$ cat src/rtl/bfspg_pkg.sv
// Purpose: Shared constants and types for the boot flash self-program guard.
// Assumes: One core clock, synchronous active-high reset.
// Notes:   Lock and fuse bits read 1 when unprogrammed and 0 when programmed.
package bfspg_pkg;
    // Register map of the plain register port.
    localparam int          ADDR_W   = 2;
    localparam logic [1:0]  CTRL_OFS = 2'h0;    // Self-program control register.
    localparam logic [1:0]  LOCK_OFS = 2'h1;    // Lock byte, read only.
    localparam logic [1:0]  FUSE_OFS = 2'h2;    // Fuse byte, read only.
    // Control register field positions.
    localparam int          IE_BIT   = 7;       // Ready interrupt enable.
    localparam int          BSY_BIT  = 6;       // Read-while-write busy flag.
    localparam int          RSV_BIT  = 5;       // Reserved, reads zero.
    localparam logic [7:0]  CTRL_RST = 8'h00;   // Control reset value.
    // Idle value and accepted command patterns of the low five control bits.
    localparam logic [4:0]  CMD_NONE = 5'h00;
    localparam logic [4:0]  CMD_REEN = 5'h11;   // Section re-enable.
    localparam logic [4:0]  CMD_LSET = 5'h09;   // Lock bits set.
    localparam logic [4:0]  CMD_PWR  = 5'h05;   // Page write.
    localparam logic [4:0]  CMD_PER  = 5'h03;   // Page erase.
    localparam logic [4:0]  CMD_LOAD = 5'h01;   // Page buffer load.
    // Windows in core clock cycles.
    localparam logic [2:0]  ARM_CYC  = 3'h4;    // Store instruction window.
    localparam logic [2:0]  LPM_CYC  = 3'h3;    // Lock/fuse read window.
    // Lock byte layout: {boot_hi, boot_lo, app_hi, app_lo} at bits 5..2.
    localparam int          LK_LO    = 2;
    localparam int          LK_HI    = 5;
    localparam logic [7:0]  BYTE_ONE = 8'hff;   // Unprogrammed byte.
    localparam int          FUSE_BIT = 0;       // Boot reset fuse position.
    localparam logic [15:0] APP_RVEC = 16'h0000; // Application reset address.
    localparam logic [3:0]  LK_ERASED = 4'hf;   // Lock bits after chip erase.

    // Control sequencer states.
    typedef enum logic [1:0] {
        ST_IDLE  = 2'b00,
        ST_ARMED = 2'b01,
        ST_BUSY  = 2'b10
    } bfspg_st_t;

    // Operation passed on to the flash programming neighbour.
    typedef enum logic [2:0] {
        OP_NONE  = 3'b000,
        OP_LOAD  = 3'b001,
        OP_ERASE = 3'b010,
        OP_WRITE = 3'b011
    } bfspg_op_t;

    // What the core presents each cycle.
    typedef struct packed {
        logic       store_program_memory_instr;       // Store instruction executes this cycle.
        logic       lpm;       // Load instruction executes this cycle.
        logic       z0;        // Pointer bit 0.
        logic [7:0] r0;        // Register R0.
        logic       pc_boot;   // Code runs from the boot-loader section.
        logic       tgt_boot;  // Target address lies in the boot section.
        logic       tgt_rww;   // Target lies in the read-while-write section.
        logic       gie;       // Global interrupt flag.
        logic       vec_boot;  // Interrupt vectors sit in the boot section.
    } bfspg_core_t;

    // Command handed to the flash neighbour.
    typedef struct packed {
        logic      valid;
        bfspg_op_t op;
        logic      read_while_write_section;
    } bfspg_fcmd_t;

    // State of the top module apart from the lock store and the two window timers.
    typedef struct packed {
        bfspg_st_t   st;
        logic        ie;
        logic        busy;
        logic [4:0]  cmd;
        bfspg_fcmd_t fcmd;
        logic        spm_ok;
        logic        lpm_ok;
        logic        lpm_spec;
        logic [7:0]  lpm_data;
        logic        irq;
        logic        irq_dis;
        logic        discard;
        logic        lk_prog;
        logic [3:0]  lk_data;
        logic [7:0]  rdata;
        logic        fuse;
        logic [15:0] rvec;
    } bfspg_state_t;
endpackage

$ cat src/rtl/bfspg_win_timer.sv
// Purpose: Short down-counting window after a command is armed.
// Assumes: Load and stop are single-cycle pulses.
// Notes:   Active is high for LEN cycles after the load edge.
`timescale 1ns/10ps
module bfspg_win_timer #(
    parameter logic [2:0] LEN = 3'h4
) (
    input  wire logic i_clk,    // Core clock.
    input  wire logic i_rst,    // Synchronous reset.
    input  wire logic i_load,   // Start the window.
    input  wire logic i_stop,   // Close the window early.
    output logic      o_active, // Window open.
    output logic      o_expire  // Last cycle passes unused.
);
    logic [2:0] cnt_r;          // Cycles left.
    logic [2:0] cnt_nxt;        // Next count.

    // Load wins over stop, stop over counting down.
    always_comb begin
        cnt_nxt = cnt_r;
        if (i_load) begin
            cnt_nxt = LEN;
        end else if (i_stop) begin
            cnt_nxt = 3'h0;
        end else if (cnt_r != 3'h0) begin
            cnt_nxt = cnt_r - 3'h1;
        end
    end

    // Count register.
    always_ff @(posedge i_clk) begin
        if (i_rst) begin
            cnt_r <= 3'h0;
        end else begin
            cnt_r <= cnt_nxt;
        end
    end

    assign o_active = (cnt_r != 3'h0);
    assign o_expire = (cnt_r == 3'h1) && !i_load && !i_stop;
endmodule // bfspg_win_timer

$ cat src/rtl/bfspg_lock_store.sv
// Purpose: Holds the four section lock bits mirrored from the array.
// Assumes: The array value is presented on i_nv_lock during reset.
// Notes:   Programming only clears bits; only chip erase sets them.
`timescale 1ns/10ps
module bfspg_lock_store (
    input  wire logic       i_clk,       // Core clock.
    input  wire logic       i_rst,       // Synchronous reset.
    input  wire logic [3:0] i_nv_lock,   // Stored bits, caught at reset.
    input  wire logic       i_prog,      // Program from software.
    input  wire logic [3:0] i_prog_data, // Software lock data.
    input  wire logic       i_ext_prog,  // Program from programming port.
    input  wire logic [3:0] i_ext_data,  // Programming port data.
    input  wire logic       i_chip_erase,// Chip erase.
    output logic      [3:0] o_lock       // Current lock bits.
);
    logic [3:0] lock_r;                  // Lock bits.
    logic [3:0] lock_nxt;                // Next lock bits.

    // A zero in the data programs a bit; a one leaves it alone.
    always_comb begin
        lock_nxt = lock_r;
        if (i_chip_erase) begin
            lock_nxt = bfspg_pkg::LK_ERASED;
        end else begin
            if (i_prog) begin
                lock_nxt = lock_nxt & i_prog_data;
            end
            if (i_ext_prog) begin
                lock_nxt = lock_nxt & i_ext_data;
            end
        end
    end

    // Reset reloads the stored copy so reset never unprograms a bit.
    always_ff @(posedge i_clk) begin
        if (i_rst) begin
            lock_r <= i_nv_lock;
        end else begin
            lock_r <= lock_nxt;
        end
    end

    assign o_lock = lock_r;
endmodule // bfspg_lock_store

$ cat src/rtl/bfspg_top.sv
// Purpose: Guards self-programming of program flash by the core.
// Assumes: Core strobes are one cycle and synchronous to i_clk.
// Notes:   All answers to the core come one cycle after its strobe.
//
// Behaviour
// - Locks programmable, cleared only by chip erase.
// - General write lock never blocks stores.
// - General read/write lock never blocks loads/stores.
// - Lock and fuse bits: 1 unprogrammed.
// - App mode 1: no restrictions.
// - App mode 2: stores to app suppressed.
// - App mode 3: stores suppressed, boot loads blocked.
// - App mode 4: boot loads blocked, stores allowed.
// - App modes 3/4: irqs off in app code if vectors in boot.
// - Boot mode 1: no restrictions.
// - Boot mode 2: stores to boot suppressed.
// - Boot mode 3: stores suppressed, app loads blocked.
// - Boot mode 4: app loads blocked, stores allowed.
// - Boot modes 3/4: irqs off in boot code if vectors in app.
// - Fuse picks reset vector, never software-writable.
// - Ready irq requested while enable idle.
// - Busy flag set on READ_WHILE_WRITE_SECTION program, cleared.
// - Bit 5 reads zero.
// - Re-enable needs store within four cycles.
// - Re-enable during loading discards buffer.
// - Lock set from R0 within four cycles.
// - Load within two cycles reads lock/fuse.
// - Enable arms four cycles, holds while busy.
// - Undefined command writes are ignored.
`timescale 1ns/10ps
module bfspg_top #(
    parameter logic [15:0] BOOT_RVEC = 16'h1f00  // Boot-loader start.
) (
    input  wire logic                        i_clk,        // Core clock.
    input  wire logic                        i_rst,        // Sync reset.
    input  wire logic [bfspg_pkg::ADDR_W-1:0] i_addr,      // Register address.
    input  wire logic [7:0]                  i_wdata,      // Write data.
    input  wire logic                        i_wr,         // Write strobe.
    input  wire logic                        i_rd,         // Read strobe.
    output logic      [7:0]                  o_rdata,      // Read data.
    input  wire bfspg_pkg::bfspg_core_t      i_core,       // Core request.
    input  wire logic                        i_prog_done,  // Erase/write end.
    input  wire logic [3:0]                  i_nv_lock,    // Stored locks.
    input  wire logic                        i_nv_fuse,    // Stored fuse.
    input  wire logic                        i_ext_prog,   // Port programs.
    input  wire logic [3:0]                  i_ext_data,   // Port lock data.
    input  wire logic                        i_chip_erase, // Chip erase.
    output bfspg_pkg::bfspg_fcmd_t           o_fcmd,       // Flash command.
    output logic                             o_spm_ok,     // Store granted.
    output logic                             o_lpm_ok,     // Load granted.
    output logic                             o_lpm_spec,   // Lock/fuse read.
    output logic      [7:0]                  o_lpm_data,   // Lock/fuse byte.
    output logic                             o_irq_req,    // Ready irq.
    output logic                             o_irq_dis,    // Mask irqs.
    output logic                             o_rww_block,  // Section blocked.
    output logic                             o_buf_discard,// Drop buffer.
    output logic      [15:0]                 o_reset_vec   // Reset address.
);
    import bfspg_pkg::*;

    bfspg_state_t s_r;                 // Registered state.
    bfspg_state_t s_nxt;               // Next state.
    logic [3:0]   lock;                // Lock bits from the store.
    logic         app_hi;              // Upper application lock.
    logic         app_lo;              // Lower application lock.
    logic         boot_hi;             // Upper boot lock.
    logic         boot_lo;             // Lower boot lock.
    logic         arm_load;            // Open the store window.
    logic         arm_stop;            // Close the store window.
    logic         arm_act;             // Store window open.
    logic         arm_exp;             // Store window ran out.
    logic         lw_load;             // Open the lock read window.
    logic         lw_stop;             // Close the lock read window.
    logic         lw_act;              // Lock read window open.
    logic         lw_exp;              // Lock read window ran out.
    logic [4:0]   wr_cmd;              // Low bits of a control write.
    logic         ctrl_wr;             // Control register written.
    logic         cmd_ok;              // Written pattern is a command.

    // Returns the lock byte with unused bits unprogrammed.
    function automatic logic [7:0] lock_byte(input logic [3:0] lk);
        logic [7:0] b;
        b = BYTE_ONE;
        b[LK_HI:LK_LO] = lk;
        return b;
    endfunction

    // Returns the fuse byte with unused bits unprogrammed.
    function automatic logic [7:0] fuse_byte(input logic f);
        logic [7:0] b;
        b = BYTE_ONE;
        b[FUSE_BIT] = f;
        return b;
    endfunction

    // Tells whether a write pattern is one of the defined commands.
    function automatic logic is_cmd(input logic [4:0] c);
        return (c == CMD_REEN) || (c == CMD_LSET) || (c == CMD_PWR)
            || (c == CMD_PER) || (c == CMD_LOAD);
    endfunction

    // Lock bit decode.
    assign app_lo  = lock[0];
    assign app_hi  = lock[1];
    assign boot_lo = lock[2];
    assign boot_hi = lock[3];

    // Control write decode.
    assign ctrl_wr = i_wr && (i_addr == CTRL_OFS);
    assign wr_cmd  = i_wdata[4:0];
    assign cmd_ok  = is_cmd(wr_cmd);

    // Lock bits mirrored from the nonvolatile array.
    bfspg_lock_store u_lock (
        .i_clk        (i_clk),
        .i_rst        (i_rst),
        .i_nv_lock    (i_nv_lock),
        .i_prog       (s_r.lk_prog),
        .i_prog_data  (s_r.lk_data),
        .i_ext_prog   (i_ext_prog),
        .i_ext_data   (i_ext_data),
        .i_chip_erase (i_chip_erase),
        .o_lock       (lock)
    );

    // Window in which a store instruction uses the armed command.
    bfspg_win_timer #(
        .LEN (ARM_CYC)
    ) u_arm (
        .i_clk    (i_clk),
        .i_rst    (i_rst),
        .i_load   (arm_load),
        .i_stop   (arm_stop),
        .o_active (arm_act),
        .o_expire (arm_exp)
    );

    // Window in which a load reads lock or fuse bits.
    bfspg_win_timer #(
        .LEN (LPM_CYC)
    ) u_lpmw (
        .i_clk    (i_clk),
        .i_rst    (i_rst),
        .i_load   (lw_load),
        .i_stop   (lw_stop),
        .o_active (lw_act),
        .o_expire (lw_exp)
    );

    // Window control: arm on an accepted command, close the store window on use.
    always_comb begin
        arm_load = ctrl_wr && cmd_ok && (s_r.st != ST_BUSY);
        arm_stop = i_core.store_program_memory_instr && arm_act;
        lw_load  = arm_load && (wr_cmd == CMD_LSET);
        lw_stop  = arm_load && (wr_cmd != CMD_LSET);
    end

    // Sequencer and all output registers.
    always_comb begin
        s_nxt          = s_r;
        s_nxt.fcmd     = '0;
        s_nxt.spm_ok   = 1'b0;
        s_nxt.lpm_ok   = 1'b0;
        s_nxt.lpm_spec = 1'b0;
        s_nxt.lpm_data = 8'h00;
        s_nxt.discard  = 1'b0;
        s_nxt.lk_prog  = 1'b0;
        s_nxt.lk_data  = LK_ERASED;
        s_nxt.rdata    = 8'h00;

        // The general lock modes are not inputs here, so they
        // can never gate store or load instructions.

        // Interrupt enable takes every control write.
        if (ctrl_wr) begin
            s_nxt.ie = i_wdata[IE_BIT];
        end

        case (s_r.st)
            ST_IDLE, ST_ARMED: begin
                // A fresh command replaces any armed one.
                if (arm_load) begin
                    s_nxt.st  = ST_ARMED;
                    s_nxt.cmd = wr_cmd;
                    if (wr_cmd == CMD_REEN) begin
                        // Aborts any load and empties the buffer.
                        s_nxt.discard = 1'b1;
                    end
                end else if (s_r.st == ST_ARMED && arm_act && i_core.store_program_memory_instr) begin
                    s_nxt.st  = ST_IDLE;
                    s_nxt.cmd = CMD_NONE;
                    case (s_r.cmd)
                        CMD_LOAD: begin
                            // Page load reopens the section.
                            s_nxt.busy      = 1'b0;
                            s_nxt.spm_ok    = 1'b1;
                            s_nxt.fcmd      = {1'b1, OP_LOAD, i_core.tgt_rww};
                        end
                        CMD_REEN: begin
                            s_nxt.busy      = 1'b0;
                            s_nxt.spm_ok    = 1'b1;
                        end
                        CMD_LSET: begin
                            // Only R0 matters; pointer and R1 ignored.
                            s_nxt.lk_prog   = 1'b1;
                            s_nxt.lk_data   = i_core.r0[LK_HI:LK_LO];
                            s_nxt.spm_ok    = 1'b1;
                        end
                        CMD_PER, CMD_PWR: begin
                            // A programmed lower bit forbids stores;
                            // modes 1 and 4 leave it unprogrammed.
                            if ((i_core.tgt_boot && !boot_lo)
                             || (!i_core.tgt_boot && !app_lo)) begin
                                s_nxt.spm_ok = 1'b0;
                            end else begin
                                s_nxt.spm_ok    = 1'b1;
                                s_nxt.st        = ST_BUSY;
                                s_nxt.cmd       = s_r.cmd;
                                s_nxt.fcmd      = {1'b1,
                                    (s_r.cmd == CMD_PER) ? OP_ERASE : OP_WRITE,
                                    i_core.tgt_rww};
                                if (i_core.tgt_rww) begin
                                    s_nxt.busy  = 1'b1;
                                end
                            end
                        end
                        default: begin
                            s_nxt.spm_ok = 1'b0;
                        end
                    endcase
                end else if (s_r.st == ST_ARMED && (arm_exp || !arm_act)) begin
                    // Nobody used the window: drop the command.
                    s_nxt.st  = ST_IDLE;
                    s_nxt.cmd = CMD_NONE;
                end
            end
            ST_BUSY: begin
                // Enable stays high until the array is finished;
                // command writes meanwhile are ignored.
                if (i_prog_done) begin
                    s_nxt.st  = ST_IDLE;
                    s_nxt.cmd = CMD_NONE;
                end
            end
            default: begin
                s_nxt.st  = ST_IDLE;
                s_nxt.cmd = CMD_NONE;
            end
        endcase

        // Load instruction handling.
        if (i_core.lpm) begin
            if (lw_act && !lw_exp && s_r.cmd == CMD_LSET) begin
                s_nxt.lpm_spec = 1'b1;
                s_nxt.lpm_ok   = 1'b1;
                s_nxt.lpm_data = i_core.z0 ? fuse_byte(s_r.fuse)
                                           : lock_byte(lock);
            end else if (i_core.tgt_rww && s_r.busy) begin
                s_nxt.lpm_ok = 1'b0;
            end else if (i_core.pc_boot && !i_core.tgt_boot && !app_hi) begin
                s_nxt.lpm_ok = 1'b0;
            end else if (!i_core.pc_boot && i_core.tgt_boot && !boot_hi) begin
                s_nxt.lpm_ok = 1'b0;
            end else begin
                s_nxt.lpm_ok = 1'b1;
            end
        end

        // Ready interrupt stands while the enable bit is clear.
        s_nxt.irq = s_nxt.ie && i_core.gie && !s_nxt.cmd[0];

        // Vector placement against the running section.
        s_nxt.irq_dis = (!app_hi && i_core.vec_boot && !i_core.pc_boot)
                     || (!boot_hi && !i_core.vec_boot && i_core.pc_boot);

        // Register read port, data valid only the cycle after.
        if (i_rd) begin
            case (i_addr)
                CTRL_OFS: begin
                    s_nxt.rdata           = {s_r.ie, s_r.busy, 1'b0, s_r.cmd};
                    s_nxt.rdata[RSV_BIT]  = 1'b0;
                end
                LOCK_OFS: begin
                    s_nxt.rdata = lock_byte(lock);
                end
                FUSE_OFS: begin
                    s_nxt.rdata = fuse_byte(s_r.fuse);
                end
                default: begin
                    s_nxt.rdata = 8'h00;
                end
            endcase
        end
    end

    // State register; the fuse is caught only while reset holds.
    always_ff @(posedge i_clk) begin
        if (i_rst) begin
            s_r          <= '0;
            s_r.st       <= ST_IDLE;
            s_r.ie       <= CTRL_RST[IE_BIT];
            s_r.busy     <= CTRL_RST[BSY_BIT];
            s_r.cmd      <= CTRL_RST[4:0];
            s_r.lk_data  <= LK_ERASED;
            s_r.fuse     <= i_nv_fuse;
            s_r.rvec     <= i_nv_fuse ? APP_RVEC : BOOT_RVEC;
        end else begin
            s_r          <= s_nxt;
        end
    end

    // Outputs straight from the state register.
    assign o_rdata       = s_r.rdata;
    assign o_fcmd        = s_r.fcmd;
    assign o_spm_ok      = s_r.spm_ok;
    assign o_lpm_ok      = s_r.lpm_ok;
    assign o_lpm_spec    = s_r.lpm_spec;
    assign o_lpm_data    = s_r.lpm_data;
    assign o_irq_req     = s_r.irq;
    assign o_irq_dis     = s_r.irq_dis;
    assign o_rww_block   = s_r.busy;
    assign o_buf_discard = s_r.discard;
    assign o_reset_vec   = s_r.rvec;
endmodule // bfspg_top

$ cat config.mk
export PLATFORM = sky130hd
export DESIGN_NAME = bfspg_top
export DESIGN_NICKNAME = d
export VERILOG_FILES = /design/src/rtl/bfspg_pkg.sv /design/src/rtl/bfspg_win_timer.sv /design/src/rtl/bfspg_lock_store.sv /design/src/rtl/bfspg_top.sv
export SDC_FILE = /design/constraint.sdc
export NUM_CORES = 1
export LEC_CHECK = 0
export BUFFER_PORTS_ARGS = -buffer_cell sky130_fd_sc_hd__buf_4
export CORE_ASPECT_RATIO = 1.2
export CORE_MARGIN = 1
export CORE_UTILIZATION = 46
export CTS_BUF_LIST = sky130_fd_sc_hd__clkbuf_2 sky130_fd_sc_hd__clkbuf_4 sky130_fd_sc_hd__clkbuf_8
export CTS_CLUSTER_DIAMETER = 200
export DETAILED_ROUTE_END_ITERATION = 8
export PLACE_DENSITY = 0.89
export SETUP_SLACK_MARGIN = 0.5
export SLEW_MARGIN = 0
export SYNTH_ARGS = -nofsm -noshare
export SYNTH_HDL_FRONTEND = slang
export SYNTH_SLANG_ARGS = --single-unit
$ cat constraint.sdc
create_clock -name i_clk -period 2 [get_ports i_clk]
set_clock_uncertainty 0.15 [all_clocks]
set_input_delay 0.3 -clock i_clk [delete_from_list [all_inputs] [get_ports i_clk]]
set_output_delay 0.3 -clock i_clk [all_outputs]
set_load 0.05 [all_outputs]
==> run metrics, run 1 <==
Hold Path Class=primary input to flip-flop; Critical Path End Type=flip-flop; count of buffers from port buffering=67; clock insertion delay at the later pin of the skew report=0.30 ns; setup repair after global routing missed its margin=true; number of max-slew violations in the final report=0; Post-Syn Instances=259; pin count of the biggest net entering global routing=17; Die Span X=68.0 um; buffer depth of the longest clock path=2; layout overhead on the synthesized area=35.3%; share of flip-flops with an asynchronous set or reset after synthesis=0%; global route total overflow=0; post-synthesis cell type with the largest combined area=sky130_fd_sc_hd__dfxtp_1; antenna violations before repair=0; count of cell instances traversed by the critical path=7; vertical die dimension=81.2 um; total routing usage reported by global routing=22.2%; Post-layout nets=375; Buf/Inv on CP=1; final HPWL from detailed placement=3950 um; endpoints failing hold=0; layout cell share with drive strength beyond 1=46.6%; most frequent cells in the layout=sky130_fd_sc_hd__buf_4, sky130_fd_sc_hd__dfxtp_1, sky130_fd_sc_hd__nor2_1; total placed cells including tap cells=360; crit path cell chain=inv_2 -> ha_4 -> nand2b_4 -> nand4_1 -> or4b_4 -> nor3_4 -> and2_1; clock transition time at the flip-flop clock pins of the worst setup and hold paths=0.09 ns; vias after detailed routing=2,066; final cell count without fillers=384; worst-case vdd ir drop=0.000771 V; overall die area=5520 um^2; required time worst endpoint=2.10 ns; Setup Total Neg Slack=0 ns; depth of the CTS H-tree=2; drt first-iter violations=138; fraction of the cycle the final worst path needs=90.3%; number of top-level design ports=86; synthesized area per cell=9.28 um^2; cell area after technology mapping=2400 um^2; flip-flop and latch count after synthesis=50; core occupancy in the finished layout=65.3%; length of the first detailed-routing pass in iterations=4; total cell area at the placement stage=2830 um^2; most used flip-flop cell after synthesis=sky130_fd_sc_hd__dfxtp_1; delay-heaviest family, CP=simple AND/OR/NAND/NOR gates; Vias per Instance=5.38; most common cell after layout, fill and taps aside=sky130_fd_sc_hd__buf_4; dpl ws=0.0380 ns; post-synth top area share=40.0%; number of clock buffers inserted by TritonCTS=5; cell types with the largest area share after synthesis=sky130_fd_sc_hd__dfxtp_1, sky130_fd_sc_hd__buf_4, sky130_fd_sc_hd__ha_1, sky130_fd_sc_hd__nor2_1, sky130_fd_sc_hd__a21oi_1; static leakage=1.43 nW; largest driver fanout on the critical path=3; instance count along the most critical hold path=2; arrival time at the worst endpoint=1.90 ns; startpoint types=flip-flop; GP Congestion=0.840; final total power=2.77 mW; count of yosys warnings during synthesis=0; final number of setup-violating endpoints=0; buffer type at the clock tree root=sky130_fd_sc_hd__clkbuf_8; final worst hold slack=0.0271 ns; clock tree from TritonCTS=done; fraction of the yosys area taken by sequential cells=42.5%; area of all placed cells without fillers=3250 um^2; effective utilization at floorplan=48.3%; power per cell area=853 nW/um^2; max-capacitance violation count=0; crit-path max cell delay=0.56 ns; FF-to-FF path depth=7; Post-synth EDFFs=2; first-pass GRT wire length=9030 um; final critical delay including setup and external delays=1.81 ns; run status=completed; post-route antenna net violation count=0; core area=4970 um^2; remaining routing DRC violations=0; min setup slack post-route=0.195 ns; Clock Sinks=50; number of placement rows=28; fmax=554 MHz; count of inserted antenna diode cells=0; vias in the first global route=1,959; wire length per cell=15.8 um; critical path class=flip-flop to flip-flop; number of different library cells in the post-synthesis netlist=52; critical path's slowest cell=sky130_fd_sc_hd__or4b_4; wirelength, routed=6050 um
==> path summary, 6_finish.rpt <==
| path | startpoint | endpoint | slack [ns] |
|---|---|---|---|
| max | u_arm.cnt_r[0]$_SDFFE_PP0N_ | o_fcmd[0]$_SDFF_PP0_ | 0.19 |
| min | i_core[9] | s_r[27]$_SDFF_PP1_ | 0.03 |
| max reg2reg | u_arm.cnt_r[0]$_SDFFE_PP0N_ | o_fcmd[0]$_SDFF_PP0_ | 0.19 |
| min reg2reg | s_r[55]$_SDFF_PP0_ | s_r[55]$_SDFF_PP0_ | 0.33 |
==> registers in the layout (all words and copies together), names as in the netlist <==
name and count:
s_nxt 1, o_buf_discard 1, o_lpm_ok 1, o_spm_ok 1, s_r 13, u_lock.o_lock 4, o_irq_req 1, o_lpm_spec 1
u_lpmw.cnt_r 3, o_fcmd 4, o_reset_vec 1, o_irq_dis 1, o_rdata 8, o_lpm_data 6, o_rww_block 1, u_arm.cnt_r 3
==> worst reg2reg max path, stage by stage, from the launching register on <==
cell and delay (ns):
sky130_fd_sc_hd__dfxtp_2 0.35, sky130_fd_sc_hd__inv_2 0.05, sky130_fd_sc_hd__ha_4 0.17, sky130_fd_sc_hd__nand2b_4 0.06, sky130_fd_sc_hd__nand4_1 0.16, sky130_fd_sc_hd__or4b_4 0.56, sky130_fd_sc_hd__nor3_4 0.13, sky130_fd_sc_hd__and2_1 0.13
==> per-layer routing <==
metal  GRT usage (%)  wire length [um]
met1            22.9              2260
met2            39.2              3270
met3            6.46               344
met4            12.1               176
met5               0                 0
==> power by group <==
part	internal (mW)	leakage [nW]	switching, mW
clock network	0.375	0.0585	0.343
logic	0.435	0.957	0.495
registers	1.07	0.415	0.0562
==> what timing repair did <==
item / in CTS / in global routing
setup buffers: 10 / 6
gates resized for setup: 33 / 14
hold buffers: 0 / 0
hold endpoints to repair: 0 / 0
setup endpoints to repair: 29 / 31
pin swaps: 19 / 14
==> kinds of logic (layout without fill, tap and decap cells) <==
family | count (synthesis) | in the layout | share of synthesized area [%]
DFF | 50 | 50 | 42.5
other | 1 | 12 | 0.156
xor gates and xnor gates | 2 | 2 | 0.729
muxes | 3 | 3 | 1.25
and+or+nand+nor | 84 | 84 | 19.0
buffers and inverters | 58 | 112 | 15.3
adders and majority gates | 12 | 12 | 6.04
AOI/OAI and AO/OA | 49 | 49 | 15.1
==> synth_stat cells, types with 3 or more instances <==
library cell / count
sky130_fd_sc_hd__inv_1: 13
sky130_fd_sc_hd__o221ai_1: 4
sky130_fd_sc_hd__a21oi_1: 17
sky130_fd_sc_hd__nand2b_1: 9
sky130_fd_sc_hd__clkbuf_1: 4
sky130_fd_sc_hd__ha_1: 10
sky130_fd_sc_hd__nor3_1: 3
sky130_fd_sc_hd__nand2_1: 6
sky130_fd_sc_hd__a221oi_1: 4
sky130_fd_sc_hd__and3_1: 3
sky130_fd_sc_hd__o21ai_0: 3
sky130_fd_sc_hd__mux2i_1: 3
sky130_fd_sc_hd__nor2b_1: 7
sky130_fd_sc_hd__a211oi_1: 3
sky130_fd_sc_hd__or2_2: 3
sky130_fd_sc_hd__a31oi_1: 3
sky130_fd_sc_hd__buf_4: 39
sky130_fd_sc_hd__nor2_1: 33
sky130_fd_sc_hd__nor3b_1: 3
sky130_fd_sc_hd__dfxtp_1: 48
==> layout make-up <==
type	instances	area [um^2]
clock buffers	5	68.8
inverters	13	66.3
flip-flops and latches	50	1040
repair buffers	91	702
multi-input cells	162	1250
well taps	60	75.1
fillers	368	1730
clock inverters	3	43.8
Note: power is estimated with default switching activity, not from simulation.
==> inputs of run 2 (changes only) <==
--- a/config.mk
+++ b/config.mk
@@ -5,7 +5,7 @@
 export SDC_FILE = /design/constraint.sdc
 export NUM_CORES = 1
 export LEC_CHECK = 0
-export BUFFER_PORTS_ARGS = -buffer_cell sky130_fd_sc_hd__buf_4
+export BUFFER_PORTS_ARGS = -buffer_cell sky130_fd_sc_hd__buf_2
 export CORE_ASPECT_RATIO = 1.2
 export CORE_MARGIN = 1
 export CORE_UTILIZATION = 46
==> run 2 against run 1 <==
Sequential power hardly changed. Largest cell class unchanged. Routed wire length is 5.5% higher. Critical endpoint is now s_r[51]$_SDFFE_PP0P_. Total power is 1.9% higher. Highest routed layer unchanged. Hold slack worse by 0.014 ns. Non-clock buffer count is 3 higher. Die area stayed put. Combinational power is 11% lower. Global-route usage is 0.21 points lower. Clock-buffer cell count is 1 higher. First-iteration DRC count is 10% higher.
==> run metrics, run 2 (synthesis gave the netlist of run 1 again) <==
share of total power consumed by net switching=30.4% (-1.8 points); number of clock buffers inserted by TritonCTS=5 (unchanged); required time worst endpoint=2.10 ns (about the same); buffer depth of the longest clock path=2 (unchanged); post-route antenna net violation count=0 (unchanged); hold buffers post-CTS=0 (unchanged); count of inserted antenna diode cells=0 (unchanged); wirelength, routed=6380 um (+5.5%); power per cell area=901 nW/um^2 (+5.6%); fraction of the cycle the final worst path needs=88.2% (-2.1 points); clock transition time at the flip-flop clock pins of the worst setup and hold paths=0.09 ns (about the same); Critical Path End Type=flip-flop; most common cell after layout, fill and taps aside=sky130_fd_sc_hd__buf_2; static leakage=1.43 nW (-0.28%); overall die area=5520 um^2 (unchanged); remaining routing DRC violations=0 (unchanged); max FFs per register=13 (unchanged); wire length per cell=16.5 um (+4.7%); final cell count without fillers=387 (+0.78%); number of max-slew violations in the final report=0 (unchanged); endpoints failing hold=0 (unchanged); largest driver fanout on the critical path=4 (+1); register with the most flip-flops=s_r; GP Congestion=0.870 (+3.6%); vertical die dimension=81.2 um (unchanged); setup repair after global routing missed its margin=true; core area=4970 um^2 (unchanged); drt first-iter violations=152 (+10%); final number of setup-violating endpoints=0 (unchanged); final HPWL from detailed placement=3910 um (-0.89%); total routing usage reported by global routing=22.0% (-0.21 points); Setup Total Neg Slack=0 ns (unchanged); Hold Path Class=primary input to flip-flop; core occupancy in the finished layout=63.0% (-2.3 points); Die Span X=68.0 um (unchanged); fraction of power consumed by the clock network=30.9% (+5.0 points); min setup slack post-route=0.237 ns (+0.0423 ns); worst-case vdd ir drop=0.000622 V (-19%); layout cell share with drive strength beyond 1=47.4% (+0.80 points); buffer type at the clock tree root=sky130_fd_sc_hd__clkbuf_8; Clock Sinks=50 (unchanged); effective utilization at floorplan=48.3% (unchanged); count of buffers from port buffering=67 (unchanged); startpoint types=flip-flop; layout overhead on the synthesized area=30.5%; antenna violations before repair=0 (unchanged); Reg power frac=39.8% (-0.8 points); combinational group share of total power=29.2% (-4.3 points); vias in the first global route=1,884 (-3.8%); number of fill cells=390 (+6.0%); final worst hold slack=0.0132 ns (-0.0138 ns); depth of the CTS H-tree=2 (unchanged); most frequent cells in the layout=sky130_fd_sc_hd__buf_2, sky130_fd_sc_hd__dfxtp_1, sky130_fd_sc_hd__buf_4; Post-layout nets=378 (+0.80%); clock tree from TritonCTS=done; total placed cells including tap cells=361 (+0.28%); clock insertion delay at the later pin of the skew report=0.31 ns (about the same); fmax=567 MHz (+2.4%); run status=completed; global route total overflow=0 (unchanged); length of the first detailed-routing pass in iterations=5 (+1); pin count of the biggest net entering global routing=16 (-1); arrival time at the worst endpoint=1.87 ns (-0.03 ns); max-capacitance violation count=0 (unchanged); dpl ws=-0.0281 ns (-0.0661 ns); critical path class=flip-flop to flip-flop; number of placement rows=28 (unchanged); Vias per Instance=5.29 (-1.6%); first-pass GRT wire length=8780 um (-2.7%); vias after detailed routing=2,048 (-0.87%); number of top-level design ports=86 (unchanged); internal power=1.97 mW (+4.6%); final critical delay including setup and external delays=1.76 ns (-0.0423 ns); total net switching power=0.860 mW (-3.8%)
[run 2: per-stage QoR]
step | area, um^2 | total power [mW]
6_report | 3130 | 2.83
5_1_grt | 3130 | 2.96
4_1_cts | 3010 | 2.76
3_5_place_dp | 2670 | 1.81
3_3_place_gp | 2670 | 1.77
2_1_floorplan | 2520 | 1.68
[run 2: power by group through the flow]
| stage | clock network (mW) | logic, mW | registers (mW) |
|---|---|---|---|
| 2_1_floorplan | 0 | 0.541 | 1.14 |
| 4_1_cts | 0.882 | 0.758 | 1.12 |
| 3_3_place_gp | 0 | 0.624 | 1.14 |
| 6_report | 0.874 | 0.826 | 1.13 |
| 3_5_place_dp | 0 | 0.661 | 1.15 |
| 5_1_grt | 0.922 | 0.905 | 1.13 |
[run 2: repair_timing]
action,in CTS,in global routing
gates resized for setup,32,23
setup buffers,12,6
gates cloned,0,0
setup endpoints to repair,29,32
pin swaps,14,7
[run 2: critical path, stage by stage, from the launching register on]
cell,delay [ns]
sky130_fd_sc_hd__dfxtp_4,0.38
sky130_fd_sc_hd__xnor2_1,0.13
sky130_fd_sc_hd__or4_4,0.51
sky130_fd_sc_hd__or2_4,0.27
sky130_fd_sc_hd__o21bai_4,0.12
sky130_fd_sc_hd__a22o_2,0.14
[run 2: area by class of cell]
type	count	area (um^2)	share of cell area [%]
multi-input cells	162	1240	39.6
flip-flops and latches	50	1040	33.2
repair buffers	94	571	18.2
clock buffers	6	82.6	2.63
well taps	60	75.1	2.40
inverters	13	66.3	2.12
clock inverters	2	60.1	1.92
[run 2: path summary, 6_finish.rpt]
kind | startpoint | endpoint | slack [ns] | depth (start not counted)
max | s_r[50]$_SDFFE_PP0P_ | s_r[51]$_SDFFE_PP0P_ | 0.24 | 5
min | i_core[7] | s_r[25]$_SDFF_PP1_ | 0.01 | 2
max reg2reg | s_r[50]$_SDFFE_PP0P_ | s_r[51]$_SDFFE_PP0P_ | 0.24 | 5
min reg2reg | s_r[55]$_SDFF_PP0_ | s_r[55]$_SDFF_PP0_ | 0.33 | 2
[run 2: per-layer routing]
metal	vias up	track usage, %	share of wire, %
li1	965	-	-
met1	950	22.1	35
met2	98	38.2	52
met3	35	6.74	7.0
met4	0	14.2	5.7
met5	-	0	0
